## src/fecm_pkg.sv

```systemverilog
package fecm_pkg;
	// Register indices; byte address is index times four
	localparam logic [21:0] IDX_GEAR_NUM = 22'h250801;
	localparam logic [21:0] IDX_PULSE_FMT = 22'h250803;
	localparam logic [21:0] IDX_PRE_CNT = 22'h250804;
	localparam logic [21:0] IDX_EXT_SPEED = 22'h25080c;
	localparam logic [21:0] IDX_CL_SEL = 22'h250a02;
	localparam logic [21:0] IDX_EXT_DIR = 22'h250a03;
	localparam logic [21:0] IDX_FILTER = 22'h250a04;
	localparam logic [21:0] IDX_MOT_TERM = 22'h250a05;
	localparam logic [21:0] IDX_EXT_TERM = 22'h250a06;
	localparam logic [21:0] IDX_ABS_POS = 22'h250a07;
	localparam logic [21:0] IDX_EXT_VEL = 22'h250a08;
	localparam logic [21:0] IDX_TOL = 22'h250a09;
	localparam logic [21:0] IDX_ENC_CYCLE = 22'h250a10;
	localparam logic [21:0] IDX_CTRL = 22'h250a11;
	localparam logic [21:0] IDX_IRQ_STAT = 22'h250a12;
	localparam logic [21:0] IDX_IRQ_MASK = 22'h250a13;
	// Reset values
	localparam logic [15:0] RST_GEAR_NUM = 16'h03e8;
	localparam logic [1:0] RST_PULSE_FMT = 2'h1;
	localparam logic [7:0] RST_CL_SEL = 8'h00;
	localparam logic [7:0] RST_EXT_DIR = 8'h01;
	localparam logic [15:0] RST_FILTER = 16'h000a;
	localparam logic [15:0] RST_MOT_TERM = 16'h0000;
	localparam logic [15:0] RST_EXT_TERM = 16'h0000;
	// Tolerance in 1/256 units: 6/256 is 2.34 percent
	localparam logic [7:0] RST_TOL = 8'h06;
	localparam logic [31:0] RST_ENC_CYCLE = 32'h0000_0000;
	// Control bits
	localparam int CTRL_CLR_PRE = 0;
	localparam int CTRL_RESTART = 1;
	// Status bits
	localparam int ST_RATIO = 0;
	localparam int ST_DIR = 1;
	localparam int ST_INDEX = 2;
	localparam int ST_W = 3;
	// Timing
	localparam int CLK_MHZ = 100;
	localparam int SPEED_WIN_US = 250;
	localparam int SPEED_WIN_CYC = SPEED_WIN_US * CLK_MHZ;
	localparam int MS_US = 1000;
	localparam int MS_CYC = MS_US * CLK_MHZ;
	typedef enum logic [1:0] {
		FMT_CW_CCW = 2'b00,
		FMT_PULSE_DIR = 2'b01,
		FMT_QUAD = 2'b10
	} fecm_fmt_e;
endpackage

```

## src/fecm_cnt_if.sv

```systemverilog
`timescale 1ns/10ps
interface fecm_cnt_if;
	logic step;
	logic down;
	logic index;
	modport src(output step, output down, output index);
	modport dst(input step, input down, input index);
endinterface

```

## src/fecm_decode.sv

```systemverilog
`timescale 1ns/10ps
module fecm_decode (
	// Clock and reset
	input wire logic clock,
	input wire logic sys_rst,
	// Encoder pins
	input wire logic phase_a_input_pos,
	input wire logic phase_b_input_pos,
	input wire logic index_input_pos,
	// Active format
	input wire logic [1:0] pulse_input_format,
	// Decoded counts
	fecm_cnt_if.src cnt
);
	logic [2:0] sync1, sync2, prev;
	logic next_step, next_down, next_index;
	logic step, down, index;
	logic a, b, pa, pb;

	always_comb begin
		a = sync2[0];
		b = sync2[1];
		pa = prev[0];
		pb = prev[1];
		next_step = 1'b0;
		next_down = down;
		next_index = sync2[2] & ~prev[2];
		case (pulse_input_format)
			fecm_pkg::FMT_CW_CCW: begin
				next_step = (a & ~pa) ^ (b & ~pb);
				next_down = b & ~pb;
			end
			fecm_pkg::FMT_PULSE_DIR: begin
				next_step = a & ~pa;
				next_down = b;
			end
			fecm_pkg::FMT_QUAD: begin
				// Double change is an illegal jump; dropped
				next_step = (a ^ pa) ^ (b ^ pb);
				next_down = ~(a ^ pb);
			end
			default: next_step = 1'b0;
		endcase
	end

	always_ff @(posedge clock or posedge sys_rst) begin
		if (sys_rst) begin
			sync1 <= 3'h0;
			sync2 <= 3'h0;
			prev <= 3'h0;
			step <= 1'b0;
			down <= 1'b0;
			index <= 1'b0;
		end else begin
			sync1 <= {index_input_pos, phase_b_input_pos, phase_a_input_pos};
			sync2 <= sync1;
			prev <= sync2;
			step <= next_step;
			down <= next_down;
			index <= next_index;
		end
	end

	assign cnt.step = step;
	assign cnt.down = down;
	assign cnt.index = index;
endmodule

```

## src/fecm_top.sv

```systemverilog
`timescale 1ns/10ps
module fecm_top #(
	parameter int SPEED_WIN_CYC = fecm_pkg::SPEED_WIN_CYC,
	parameter int MS_CYC = fecm_pkg::MS_CYC
) (
	// Clock and reset
	input wire logic clock,
	input wire logic sys_rst,
	// APB slave
	input wire logic psel,
	input wire logic penable,
	input wire logic pwrite,
	input wire logic [23:0] paddr,
	input wire logic [31:0] pwdata,
	output logic [31:0] prdata,
	output logic pready,
	output logic pslverr,
	// External encoder pins
	input wire logic phase_a_input_pos,
	input wire logic phase_b_input_pos,
	input wire logic index_input_pos,
	// Motor encoder increments, same clock
	input wire logic motor_step,
	input wire logic motor_down,
	// Status outputs
	output logic pulse_cmd_enable,
	output logic closed_loop_fault,
	output logic irq
);
	fecm_cnt_if cnt();

	logic [15:0] gear_factor_numerator, next_gear_factor_numerator;
	logic [1:0] fmt_saved, next_fmt_saved, fmt_active, next_fmt_active;
	logic [7:0] closed_loop_select, next_closed_loop_select;
	logic [7:0] ext_encoder_direction, next_ext_encoder_direction;
	logic [15:0] mismatch_filter_time, next_mismatch_filter_time;
	logic [15:0] motor_ratio_term, next_motor_ratio_term;
	logic [15:0] ext_ratio_term, next_ext_ratio_term;
	logic [7:0] ratio_tolerance, next_ratio_tolerance;
	logic [31:0] enc_cycle, next_enc_cycle;
	logic [31:0] pre_count, next_pre_count;
	logic [31:0] ext_absolute_position, next_ext_absolute_position;
	logic [31:0] motor_pos, next_motor_pos;
	logic [31:0] ext_snap, next_ext_snap, mot_snap, next_mot_snap;
	logic [15:0] ext_velocity, next_ext_velocity;
	logic [31:0] win_cnt, next_win_cnt;
	logic [31:0] idx_cnt, next_idx_cnt;
	logic idx_seen, next_idx_seen;
	logic ext_dn, next_ext_dn, ext_valid, next_ext_valid;
	logic mot_dn, next_mot_dn, mot_valid, next_mot_valid;
	logic ratio_bad, next_ratio_bad;
	logic [31:0] ms_div, next_ms_div;
	logic [15:0] ms_cnt, next_ms_cnt;
	logic [fecm_pkg::ST_W-1:0] irq_status, next_irq_status;
	logic [fecm_pkg::ST_W-1:0] irq_mask, next_irq_mask;
	logic [31:0] next_prdata;
	logic next_pready, next_pslverr;
	logic next_pulse_cmd_enable, next_closed_loop_fault, next_irq;

	// Combinational helpers
	logic [21:0] idx;
	logic hit, wr, rd_ok, closed_on, step_dn, win_end, dir_bad, bad;
	logic [31:0] ext_d, mot_d, rd_val;
	logic [15:0] ext_mag, mot_mag;
	logic [31:0] prod_e, prod_m, diff;
	logic [39:0] err_scaled, band;
	logic [fecm_pkg::ST_W-1:0] set_ev, clr_ev;

	fecm_decode u_decode (
		.clock(clock),
		.sys_rst(sys_rst),
		.phase_a_input_pos(phase_a_input_pos),
		.phase_b_input_pos(phase_b_input_pos),
		.index_input_pos(index_input_pos),
		.pulse_input_format(fmt_active),
		.cnt(cnt.src)
	);

	always_comb begin
		idx = paddr[23:2];
		hit = psel & penable & pready;
		wr = hit & pwrite & (paddr[1:0] == 2'h0);
		closed_on = closed_loop_select != 8'h00;
		step_dn = cnt.down ^ (ext_encoder_direction == 8'h00);
		win_end = win_cnt == 32'(SPEED_WIN_CYC - 1);
		ext_d = ext_absolute_position - ext_snap;
		mot_d = motor_pos - mot_snap;
		ext_mag = ext_d[31] ? 16'(-ext_d) : ext_d[15:0];
		mot_mag = mot_d[31] ? 16'(-mot_d) : mot_d[15:0];
		// Scaled motions should match: ext*slave vs motor*master
		prod_e = ext_mag * ext_ratio_term;
		prod_m = mot_mag * motor_ratio_term;
		diff = (prod_e > prod_m) ? prod_e - prod_m : prod_m - prod_e;
		err_scaled = {diff, 8'h00};
		band = ratio_tolerance * {8'h00, prod_m};
		dir_bad = closed_on & ext_valid & mot_valid & (ext_dn != mot_dn);
		bad = dir_bad | ratio_bad;

		next_gear_factor_numerator = gear_factor_numerator;
		next_fmt_saved = fmt_saved;
		next_fmt_active = fmt_active;
		next_closed_loop_select = closed_loop_select;
		next_ext_encoder_direction = ext_encoder_direction;
		next_mismatch_filter_time = mismatch_filter_time;
		next_motor_ratio_term = motor_ratio_term;
		next_ext_ratio_term = ext_ratio_term;
		next_ratio_tolerance = ratio_tolerance;
		next_enc_cycle = enc_cycle;
		next_irq_mask = irq_mask;
		next_ext_snap = ext_snap;
		next_mot_snap = mot_snap;
		next_ext_velocity = ext_velocity;
		next_ratio_bad = ratio_bad;
		set_ev = '0;
		clr_ev = '0;

		// External position always counts, even with feedback off
		next_ext_absolute_position = ext_absolute_position;
		next_pre_count = pre_count;
		if (cnt.step) begin
			next_ext_absolute_position = step_dn ?
				ext_absolute_position - 32'h1 : ext_absolute_position + 32'h1;
			next_pre_count = step_dn ? pre_count - 32'h1 : pre_count + 32'h1;
		end
		next_motor_pos = motor_pos;
		if (motor_step) begin
			next_motor_pos = motor_down ? motor_pos - 32'h1 : motor_pos + 32'h1;
		end

		// Last seen directions
		next_ext_dn = cnt.step ? step_dn : ext_dn;
		next_ext_valid = ext_valid | cnt.step;
		next_mot_dn = motor_step ? motor_down : mot_dn;
		next_mot_valid = mot_valid | motor_step;

		// Speed window
		next_win_cnt = win_end ? 32'h0 : win_cnt + 32'h1;
		if (win_end) begin
			next_ext_velocity = ext_d[15:0];
			next_ext_snap = ext_absolute_position;
			next_mot_snap = motor_pos;
			next_ratio_bad = closed_on & (motor_ratio_term != 16'h0000) &
				(ext_ratio_term != 16'h0000) & (err_scaled > band);
		end

		// Index spacing check
		next_idx_cnt = cnt.step ? idx_cnt + 32'h1 : idx_cnt;
		next_idx_seen = idx_seen;
		if (cnt.index) begin
			if (idx_seen && enc_cycle != 32'h0 && idx_cnt != enc_cycle) begin
				set_ev[fecm_pkg::ST_INDEX] = 1'b1;
			end
			next_idx_cnt = cnt.step ? 32'h1 : 32'h0;
			next_idx_seen = 1'b1;
		end

		// Persistence filter in milliseconds
		next_ms_div = 32'h0;
		next_ms_cnt = 16'h0;
		if (bad) begin
			next_ms_div = (ms_div == 32'(MS_CYC - 1)) ? 32'h0 : ms_div + 32'h1;
			next_ms_cnt = ms_cnt;
			if (ms_div == 32'(MS_CYC - 1) && ms_cnt != 16'hffff) begin
				next_ms_cnt = ms_cnt + 16'h1;
			end
			if (ms_cnt >= mismatch_filter_time) begin
				set_ev[fecm_pkg::ST_RATIO] = ratio_bad;
				set_ev[fecm_pkg::ST_DIR] = dir_bad;
			end
		end

		// Register writes
		if (wr) begin
			if (idx == fecm_pkg::IDX_GEAR_NUM) begin
				next_gear_factor_numerator = pwdata[15:0];
			end else if (idx == fecm_pkg::IDX_PULSE_FMT) begin
				next_fmt_saved = pwdata[1:0];
			end else if (idx == fecm_pkg::IDX_PRE_CNT) begin
				next_pre_count = 32'h0;
			end else if (idx == fecm_pkg::IDX_CL_SEL) begin
				next_closed_loop_select = pwdata[7:0];
			end else if (idx == fecm_pkg::IDX_EXT_DIR) begin
				next_ext_encoder_direction = pwdata[7:0];
			end else if (idx == fecm_pkg::IDX_FILTER) begin
				next_mismatch_filter_time = pwdata[15:0];
			end else if (idx == fecm_pkg::IDX_MOT_TERM) begin
				next_motor_ratio_term = pwdata[15:0];
			end else if (idx == fecm_pkg::IDX_EXT_TERM) begin
				next_ext_ratio_term = pwdata[15:0];
			end else if (idx == fecm_pkg::IDX_TOL) begin
				next_ratio_tolerance = pwdata[7:0];
			end else if (idx == fecm_pkg::IDX_ENC_CYCLE) begin
				next_enc_cycle = pwdata;
			end else if (idx == fecm_pkg::IDX_CTRL) begin
				if (pwdata[fecm_pkg::CTRL_CLR_PRE]) begin
					next_pre_count = 32'h0;
				end
				if (pwdata[fecm_pkg::CTRL_RESTART]) begin
					next_fmt_active = fmt_saved;
				end
			end else if (idx == fecm_pkg::IDX_IRQ_STAT) begin
				clr_ev = pwdata[fecm_pkg::ST_W-1:0];
			end else if (idx == fecm_pkg::IDX_IRQ_MASK) begin
				next_irq_mask = pwdata[fecm_pkg::ST_W-1:0];
			end
		end

		// Sticky status; a new event beats a clear
		next_irq_status = (irq_status & ~clr_ev) | set_ev;

		// Read decode
		rd_ok = 1'b1;
		rd_val = 32'h0;
		if (idx == fecm_pkg::IDX_GEAR_NUM) begin
			rd_val = {16'h0, gear_factor_numerator};
		end else if (idx == fecm_pkg::IDX_PULSE_FMT) begin
			rd_val = {30'h0, fmt_saved};
		end else if (idx == fecm_pkg::IDX_PRE_CNT) begin
			rd_val = pre_count;
		end else if (idx == fecm_pkg::IDX_EXT_SPEED) begin
			rd_val = {16'h0, ext_velocity};
		end else if (idx == fecm_pkg::IDX_CL_SEL) begin
			rd_val = {24'h0, closed_loop_select};
		end else if (idx == fecm_pkg::IDX_EXT_DIR) begin
			rd_val = {24'h0, ext_encoder_direction};
		end else if (idx == fecm_pkg::IDX_FILTER) begin
			rd_val = {16'h0, mismatch_filter_time};
		end else if (idx == fecm_pkg::IDX_MOT_TERM) begin
			rd_val = {16'h0, motor_ratio_term};
		end else if (idx == fecm_pkg::IDX_EXT_TERM) begin
			rd_val = {16'h0, ext_ratio_term};
		end else if (idx == fecm_pkg::IDX_ABS_POS) begin
			rd_val = ext_absolute_position;
		end else if (idx == fecm_pkg::IDX_EXT_VEL) begin
			rd_val = {16'h0, ext_velocity};
		end else if (idx == fecm_pkg::IDX_TOL) begin
			rd_val = {24'h0, ratio_tolerance};
		end else if (idx == fecm_pkg::IDX_ENC_CYCLE) begin
			rd_val = enc_cycle;
		end else if (idx == fecm_pkg::IDX_IRQ_STAT) begin
			rd_val = {29'h0, irq_status};
		end else if (idx == fecm_pkg::IDX_IRQ_MASK) begin
			rd_val = {29'h0, irq_mask};
		end else if (idx != fecm_pkg::IDX_CTRL) begin
			rd_ok = 1'b0;
		end
		if (paddr[1:0] != 2'h0) begin
			rd_ok = 1'b0;
		end

		// One wait state, then answer
		next_pready = psel & penable & ~pready;
		next_prdata = (next_pready & ~pwrite) ? rd_val : 32'h0;
		next_pslverr = next_pready & ~rd_ok;

		next_pulse_cmd_enable = next_closed_loop_select == 8'h00;
		next_closed_loop_fault = next_irq_status[fecm_pkg::ST_RATIO] |
			next_irq_status[fecm_pkg::ST_DIR];
		next_irq = |(next_irq_status & next_irq_mask);
	end

	always_ff @(posedge clock or posedge sys_rst) begin
		if (sys_rst) begin
			gear_factor_numerator <= fecm_pkg::RST_GEAR_NUM;
			fmt_saved <= fecm_pkg::RST_PULSE_FMT;
			fmt_active <= fecm_pkg::RST_PULSE_FMT;
			closed_loop_select <= fecm_pkg::RST_CL_SEL;
			ext_encoder_direction <= fecm_pkg::RST_EXT_DIR;
			mismatch_filter_time <= fecm_pkg::RST_FILTER;
			motor_ratio_term <= fecm_pkg::RST_MOT_TERM;
			ext_ratio_term <= fecm_pkg::RST_EXT_TERM;
			ratio_tolerance <= fecm_pkg::RST_TOL;
			enc_cycle <= fecm_pkg::RST_ENC_CYCLE;
			pre_count <= 32'h0;
			ext_absolute_position <= 32'h0;
			motor_pos <= 32'h0;
			ext_snap <= 32'h0;
			mot_snap <= 32'h0;
			ext_velocity <= 16'h0;
			win_cnt <= 32'h0;
			idx_cnt <= 32'h0;
			idx_seen <= 1'b0;
			ext_dn <= 1'b0;
			ext_valid <= 1'b0;
			mot_dn <= 1'b0;
			mot_valid <= 1'b0;
			ratio_bad <= 1'b0;
			ms_div <= 32'h0;
			ms_cnt <= 16'h0;
			irq_status <= '0;
			irq_mask <= '0;
			prdata <= 32'h0;
			pready <= 1'b0;
			pslverr <= 1'b0;
			pulse_cmd_enable <= 1'b1;
			closed_loop_fault <= 1'b0;
			irq <= 1'b0;
		end else begin
			gear_factor_numerator <= next_gear_factor_numerator;
			fmt_saved <= next_fmt_saved;
			fmt_active <= next_fmt_active;
			closed_loop_select <= next_closed_loop_select;
			ext_encoder_direction <= next_ext_encoder_direction;
			mismatch_filter_time <= next_mismatch_filter_time;
			motor_ratio_term <= next_motor_ratio_term;
			ext_ratio_term <= next_ext_ratio_term;
			ratio_tolerance <= next_ratio_tolerance;
			enc_cycle <= next_enc_cycle;
			pre_count <= next_pre_count;
			ext_absolute_position <= next_ext_absolute_position;
			motor_pos <= next_motor_pos;
			ext_snap <= next_ext_snap;
			mot_snap <= next_mot_snap;
			ext_velocity <= next_ext_velocity;
			win_cnt <= next_win_cnt;
			idx_cnt <= next_idx_cnt;
			idx_seen <= next_idx_seen;
			ext_dn <= next_ext_dn;
			ext_valid <= next_ext_valid;
			mot_dn <= next_mot_dn;
			mot_valid <= next_mot_valid;
			ratio_bad <= next_ratio_bad;
			ms_div <= next_ms_div;
			ms_cnt <= next_ms_cnt;
			irq_status <= next_irq_status;
			irq_mask <= next_irq_mask;
			prdata <= next_prdata;
			pready <= next_pready;
			pslverr <= next_pslverr;
			pulse_cmd_enable <= next_pulse_cmd_enable;
			closed_loop_fault <= next_closed_loop_fault;
			irq <= next_irq;
		end
	end
endmodule

```

## config.mk

```make
export PLATFORM = sky130hd
export DESIGN_NAME = fecm_top
export DESIGN_NICKNAME = d
export VERILOG_FILES = /design/src/fecm_pkg.sv /design/src/fecm_cnt_if.sv /design/src/fecm_decode.sv /design/src/fecm_top.sv
export SDC_FILE = /design/constraint.sdc
export NUM_CORES = 2
export LEC_CHECK = 0
export ABC_AREA = 1
export ABC_CLOCK_PERIOD_IN_PS = 17900
export BUFFER_PORTS_ARGS = -buffer_cell sky130_fd_sc_hd__buf_4
export CAP_MARGIN = 40
export CORE_UTILIZATION = 56
export DETAILED_ROUTE_END_ITERATION = 6
export PLACE_DENSITY = 0.72
export SETUP_SLACK_MARGIN = 0.02
export SYNTH_ARGS = -nofsm -noshare
export SYNTH_HDL_FRONTEND = slang
export SYNTH_SLANG_ARGS = --single-unit
export TNS_END_PERCENT = 5
```

## constraint.sdc

```tcl
create_clock -name clock -period 17.9 [get_ports clock]
set_input_delay 0.895 -clock clock [delete_from_list [all_inputs] [get_ports clock]]
set_output_delay 0.895 -clock clock [all_outputs]
set_load 0.01 [all_outputs]
```

---- After elaboration in Yosys (flattened, before gate mapping) ----
Cells that the tools add are included.
storage, ports and cells
  bits of input ports ..................... 66
  output and inout port bits .............. 37
  flip-flop bits (word level) ............. 473
  word-level logic and storage cells ...... 257
cells by class
  reduce and logical (&&, ||, !) cells .... 24
  add/subtract/negate cells ............... 16
  bitwise logic cells ..................... 47
  multiply operators ...................... 3
  equality and inequality tests ........... 25
  $lt $le $gt $ge ......................... 3
  muxes and demuxes ....................... 99
operator list
  operator                                                              number
  32-bit 2-to-1 mux                                                     37
  22-bit == test, second input constant                                 16
  32-bit by 1-bit adder with 32-bit output, second input constant       6
  32-bit subtractor                                                     4
  32-bit by 1-bit subtractor with 32-bit output, second input constant  3
  3-bit 2-to-1 mux                                                      29
  16-bit by 16-bit multiplier with 32-bit output                        2
  16-bit 2-to-1 mux                                                     4
  40-bit greater-than comparator                                        1
  8-bit by 32-bit multiplier with 40-bit output                         1
  8-bit 2-to-1 mux                                                      5
  32-bit by 15-bit == test with 1-bit output, second input constant     1
  32-bit by 17-bit == test with 1-bit output, second input constant     1
  32-bit greater-than comparator                                        1
  32-bit != test                                                        1
  16-bit negator                                                        2
  16-bit nonzero test                                                   2
  32-bit nonzero test                                                   1
  22-bit != test, second input constant                                 1
  1-bit 2-to-1 mux                                                      20
  1-bit inverter                                                        17
  16-bit by 1-bit adder with 16-bit output, second input constant       1
  1-bit bitwise AND                                                     16
  16-bit >= comparator                                                  1
  28 further kinds                                                      44

---- Longest topological paths before layout ----
  word-level depth ........................ 20
  depth in mapped cells ................... 73
  mapped depth without buffers ............ 71

---- Modules after synthesis ----
A second synthesis with hierarchy kept.
second synthesis, totals
  cells, all modules ...................... 7913
  area, all modules ....................... 59666.0 sq um
modules (own cells, without submodules)
  module       area an instance (sq um)  times used  cells an instance  sequential area each (sq um)
  fecm_top     59146.7                   1           7861               11553.6
  fecm_decode  519.2                     1           52                 300.3

---- Worst setup path after synthesis ----
No wires, ideal clock.
  kind .................................... register to register
  start point ............................. reg motor_pos[0]
  end point ............................... reg ratio_bad
  stages on the path, launching flop included .. 69
  setup time .............................. 0.126 ns
  data arrival time ....................... 12.506 ns
  buffers on the path ..................... 1
  required time ........................... 17.774 ns
  slack ................................... 5.268 ns
  clock period less this slack ............ 12.632 ns
  path through ............................ dfrtp_1 -> inv_1 -> ha_1 -> inv_1 -> fa_1 -> xor2_1 -> nor3_1 -> nand2_1 -> nor2_2 -> nand2_1 -> nor2_1 -> nand2_1 -> nor2_1 -> nand3_1 -> nand2_1 -> nand2_1 -> nand2_1 -> buf_4 -> (+33 left out) -> nand4_1 -> nand3_1 -> nand2_1 -> nand2_1 -> a21oi_1 -> o21ai_0 -> nand2_1 -> nand2_1 -> xnor2_1 -> ha_1 -> nand2_1 -> inv_1 -> nand2_1 -> or4_1 -> nor4_1 -> nand4_1 -> nand2_1 -> o21ai_0
on the way
  longest elaborated chain between the ends .. 8
  elaborated cells on any way between the ends .. 11
  classes of those cells .................. add/sub: 4; mul: 2; order compare: 2; mux: 2; bitwise: 1
RTL lines
  what                                                                                   line             source
  start: declaration                                                                     fecm_top.sv:43   logic [31:0] motor_pos, next_motor_pos;
  start signal: assignment                                                               fecm_top.sv:311  motor_pos <= next_motor_pos;
  32-bit subtractor (*)                                                                  fecm_top.sv:87   mot_d = motor_pos - mot_snap;
  16-bit negator                                                                         fecm_top.sv:89   mot_mag = mot_d[31] ? 16'(-mot_d) : mot_d[15:0];
  16-bit 2-to-1 mux (*)                                                                  fecm_top.sv:89
  16-bit by 16-bit multiplier with 32-bit output (*)                                     fecm_top.sv:92   prod_m = mot_mag * motor_ratio_term;
  branches (longest 2 deep; another with 8-bit by 32-bit multiplier with 40-bit output)  --
  40-bit greater-than comparator (*)                                                     fecm_top.sv:143  (ext_ratio_term != 16'h0000) & (err_scaled > band);
  1-bit bitwise AND (*)                                                                  fecm_top.sv:143
  end signal: assignment                                                                 fecm_top.sv:322  ratio_bad <= next_ratio_bad;
  end: declaration                                                                       fecm_top.sv:51   logic ratio_bad, next_ratio_bad;
Every way passes the cells marked *.
A chain may end at the register's enable or synchronous reset.

---- Final worst setup path ----
Same ends and word-level chain as after synthesis.

==> impl_metrics.ini <==
[worst_setup_path]
crit_fanout = 13
cp.depth = 61
crit_slowest_cell = fa_1
r2r_start = motor_pos[0]$_DFFE_PP0P_
reg2reg_slack_ns = 3.01
start_kind = flop
cp_num_buf_inv = 10
slowest_delay_ns = 0.57
cpMostUsedCell = nand2_1
reg2regPathDepth = 61
critical_path_class = reg -> reg
critical_path.endpoint_type = flop
crit_required_ns = 18.42
worstPathArrival_ns = 15.41
rr_endpoint = ratio_bad$_DFFE_PP0N_
crit_family = adder cells

[layout]
layoutNonFillerInstCount = 9465
fillCellCount = 9887
design_area_mm2 = 0.0642
drive_gt1_share_pct = 5.83
layout.nets = 9213
area.growth.synth_to_final_pct = 6.50
utilization_pct = 60.5

[clocking]
htree_num_levels = 2
cts_resized = 0
cts_num_sinks = 473
cts.hold.buffers_added = 0
root_buffer = clkbuf_16
numCtsBuffers = 54
clk_latency_ns = 0.66
cts_setup_buffers = 0
cts_buffer_depth = 3
cts_tree = built
clk_transition_reported_paths_ns = 0.08

[floorplanning]
chipHeight_um = 330
die_w_um = 330
io_pins = 103
core_area_mm2 = 0.106
dieArea_mm2 = 0.109
start_util_pct = 56.8
fp-row-count = 119

[timing]
fmax_mhz = 67.1
skew_ns = 0.0578
slew_violations = 0
post-route-period-util_pct = 83.2
relSlewSlack_pct = 32.9
setup_viol = 0
rsz0062_at_grt = no
final-hold-violation-count = 0
finalCriticalPeriod_ns = 14.89
tightestPinTransition_ns = 0.981
tns_ns = 0

[route]
antenna_left = 0
avgViaCountPerCell = 5.74
drtIter0Drc = 4721
dr.pass1.iters = 7
vias = 54300
wl_per_cell_um = 20.1
totalWireLength_um = 190000
remaining_drc_errors = 0

[yosys]
synth_top_cells_by_area = fa_1 19%, dfrtp_1 19%, ha_1 11%
netlist_area_mm2 = 0.0603
synth_seq_area_share_pct = 19.7
yosys_register_bits = 473
synth_flop_cell = dfrtp_1
ys.warnings.count = 0
avgSynthCellArea_um2 = 7.49
ys_types = 78
netlist_top_cells_count = 1,471 x nand2_1, 1,463 x inv_1, 799 x nor2_1, 575 x fa_1, 543 x ha_1
synth_top_area_share_pct = 19.1
netlist_instances = 8045
async_reset_ff_share_pct = 100
synth_enable_flop_cells = 0
synthesis.nets = 9229
synth_top_cell_by_area = fa_1
yosys.cell_count.top_type = nand2_1

[grt]
grt_pass1_vias = 53800
overflow = 0
antenna_found_initial = 4
grt_max_degree = 166
track_usage_pct = 35.3
grt_pass1_wl_um = 298000

[status]
status = completed

[placement]
hpwl_um = 154000
place_area_mm2 = 0.0623
gp_congestion = 1.05
io_buffer_count = 102
placed_cells = 9363

[min_path]
hold_path_class = in -> async

[flow_run]
max-cap-violations = 0
[layout make-up]
| cell class | count | area, um^2 | area share (%) |
|---|---|---|---|
| Multi-Input combinational cell | 5847 | 41800 | 65.1 |
| Sequential cell | 473 | 11900 | 18.5 |
| Inverter | 1496 | 5630 | 8.77 |
| Tap cell | 1391 | 1740 | 2.71 |
| Clock buffer | 80 | 1590 | 2.48 |
| Timing Repair Buffer | 157 | 1340 | 2.08 |
| Clock inverter | 20 | 255 | 0.398 |
| Antenna cell | 1 | 2.50 | 0.00390 |
[sequential cells by signal (all words and copies together) (netlist names), 32 cells and up]
signal / cells
idx_cnt: 32
ext_snap: 32
ext_absolute_position: 32
motor_pos: 32
prdata: 32
enc_cycle: 32
ms_div: 32
pre_count: 32
win_cnt: 32
mot_snap: 32
[layer usage]
layer  GRT usage [%]  wire length [um]
met5               0                22
met4            13.8              8430
met3            7.02             16300
met2            57.0             85700
met1            46.8             79600
[worst register-to-register path, delay by kind of cell, from the launching register on]
| family | cells | cell delay [ns] |
|---|---|---|
| compound gates | 8 | 1.82 |
| fa+ha+maj | 15 | 6.59 |
| xor+xnor | 3 | 0.96 |
| flops | 1 | 0.41 |
| simple gates | 25 | 4.06 |
| buf+inv | 10 | 0.93 |
[stage by stage]
step,worst slack (ns),hold slack [ns]
2_1_floorplan,3.83,0.331
3_3_place_gp,3.34,0.336
3_5_place_dp,3.24,0.340
4_1_cts,3.20,0.0847
5_1_grt,2.06,0.0949
6_report,3.01,0.113
[cells in the final DEF, fill, tap and decap left out, drive strengths merged, types with 10 or more instances in the layout]
cell	Yosys	routed
a211oi	12	12
a21o	28	28
a21oi	546	546
a31oi	47	47
buf	67	156
clkbuf	162	81
clkinv	18	29
dfrtp	459	459
dfstp	14	14
fa	575	575
ha	543	543
inv	1478	1481
mux2	22	22
mux2i	11	11
nand2	1519	1519
nand3	382	382
nand4	91	91
nor2	812	812
nor3	131	131
nor4	60	60
o2111ai	10	10
o211ai	48	48
o21a	31	31
o21ai	530	530
o21bai	31	31
o221ai	19	19
o31ai	15	15
or2	58	58
xnor2	102	102
xor2	157	157
[cells by family (layout without fill, tap and decap cells)]
logic type / Yosys count / count (layout) / share of synthesized area [%]
and+or+nand+nor: 3081 / 3081 / 21.9
muxes: 33 / 33 / 0.594
AOI/OAI and AO/OA: 1356 / 1356 / 12.5
DFF: 473 / 473 / 19.7
buffers and inverters: 1725 / 1753 / 11.1
adders and majority gates: 1118 / 1118 / 30.4
xor gates and xnor gates: 259 / 259 / 3.91
other: 0 / 1 / 0
[worst max-delay path by stage]
stage	from	end	slack, ns
after floorplan	sys_rst	closed_loop_fault$_DFF_PP0_	3.83
after global placement	motor_pos[0]$_DFFE_PP0P_	ratio_bad$_DFFE_PP0N_	3.34
after detailed placement	motor_pos[0]$_DFFE_PP0P_	ratio_bad$_DFFE_PP0N_	3.24
after CTS	motor_pos[0]$_DFFE_PP0P_	ratio_bad$_DFFE_PP0N_	3.20
after global routing	motor_pos[0]$_DFFE_PP0P_	ratio_bad$_DFFE_PP0N_	2.06
final	motor_pos[0]$_DFFE_PP0P_	ratio_bad$_DFFE_PP0N_	3.01
Power is not shown: default switching activity piles up to over one toggle a cycle in this logic, so the estimate is an artifact.
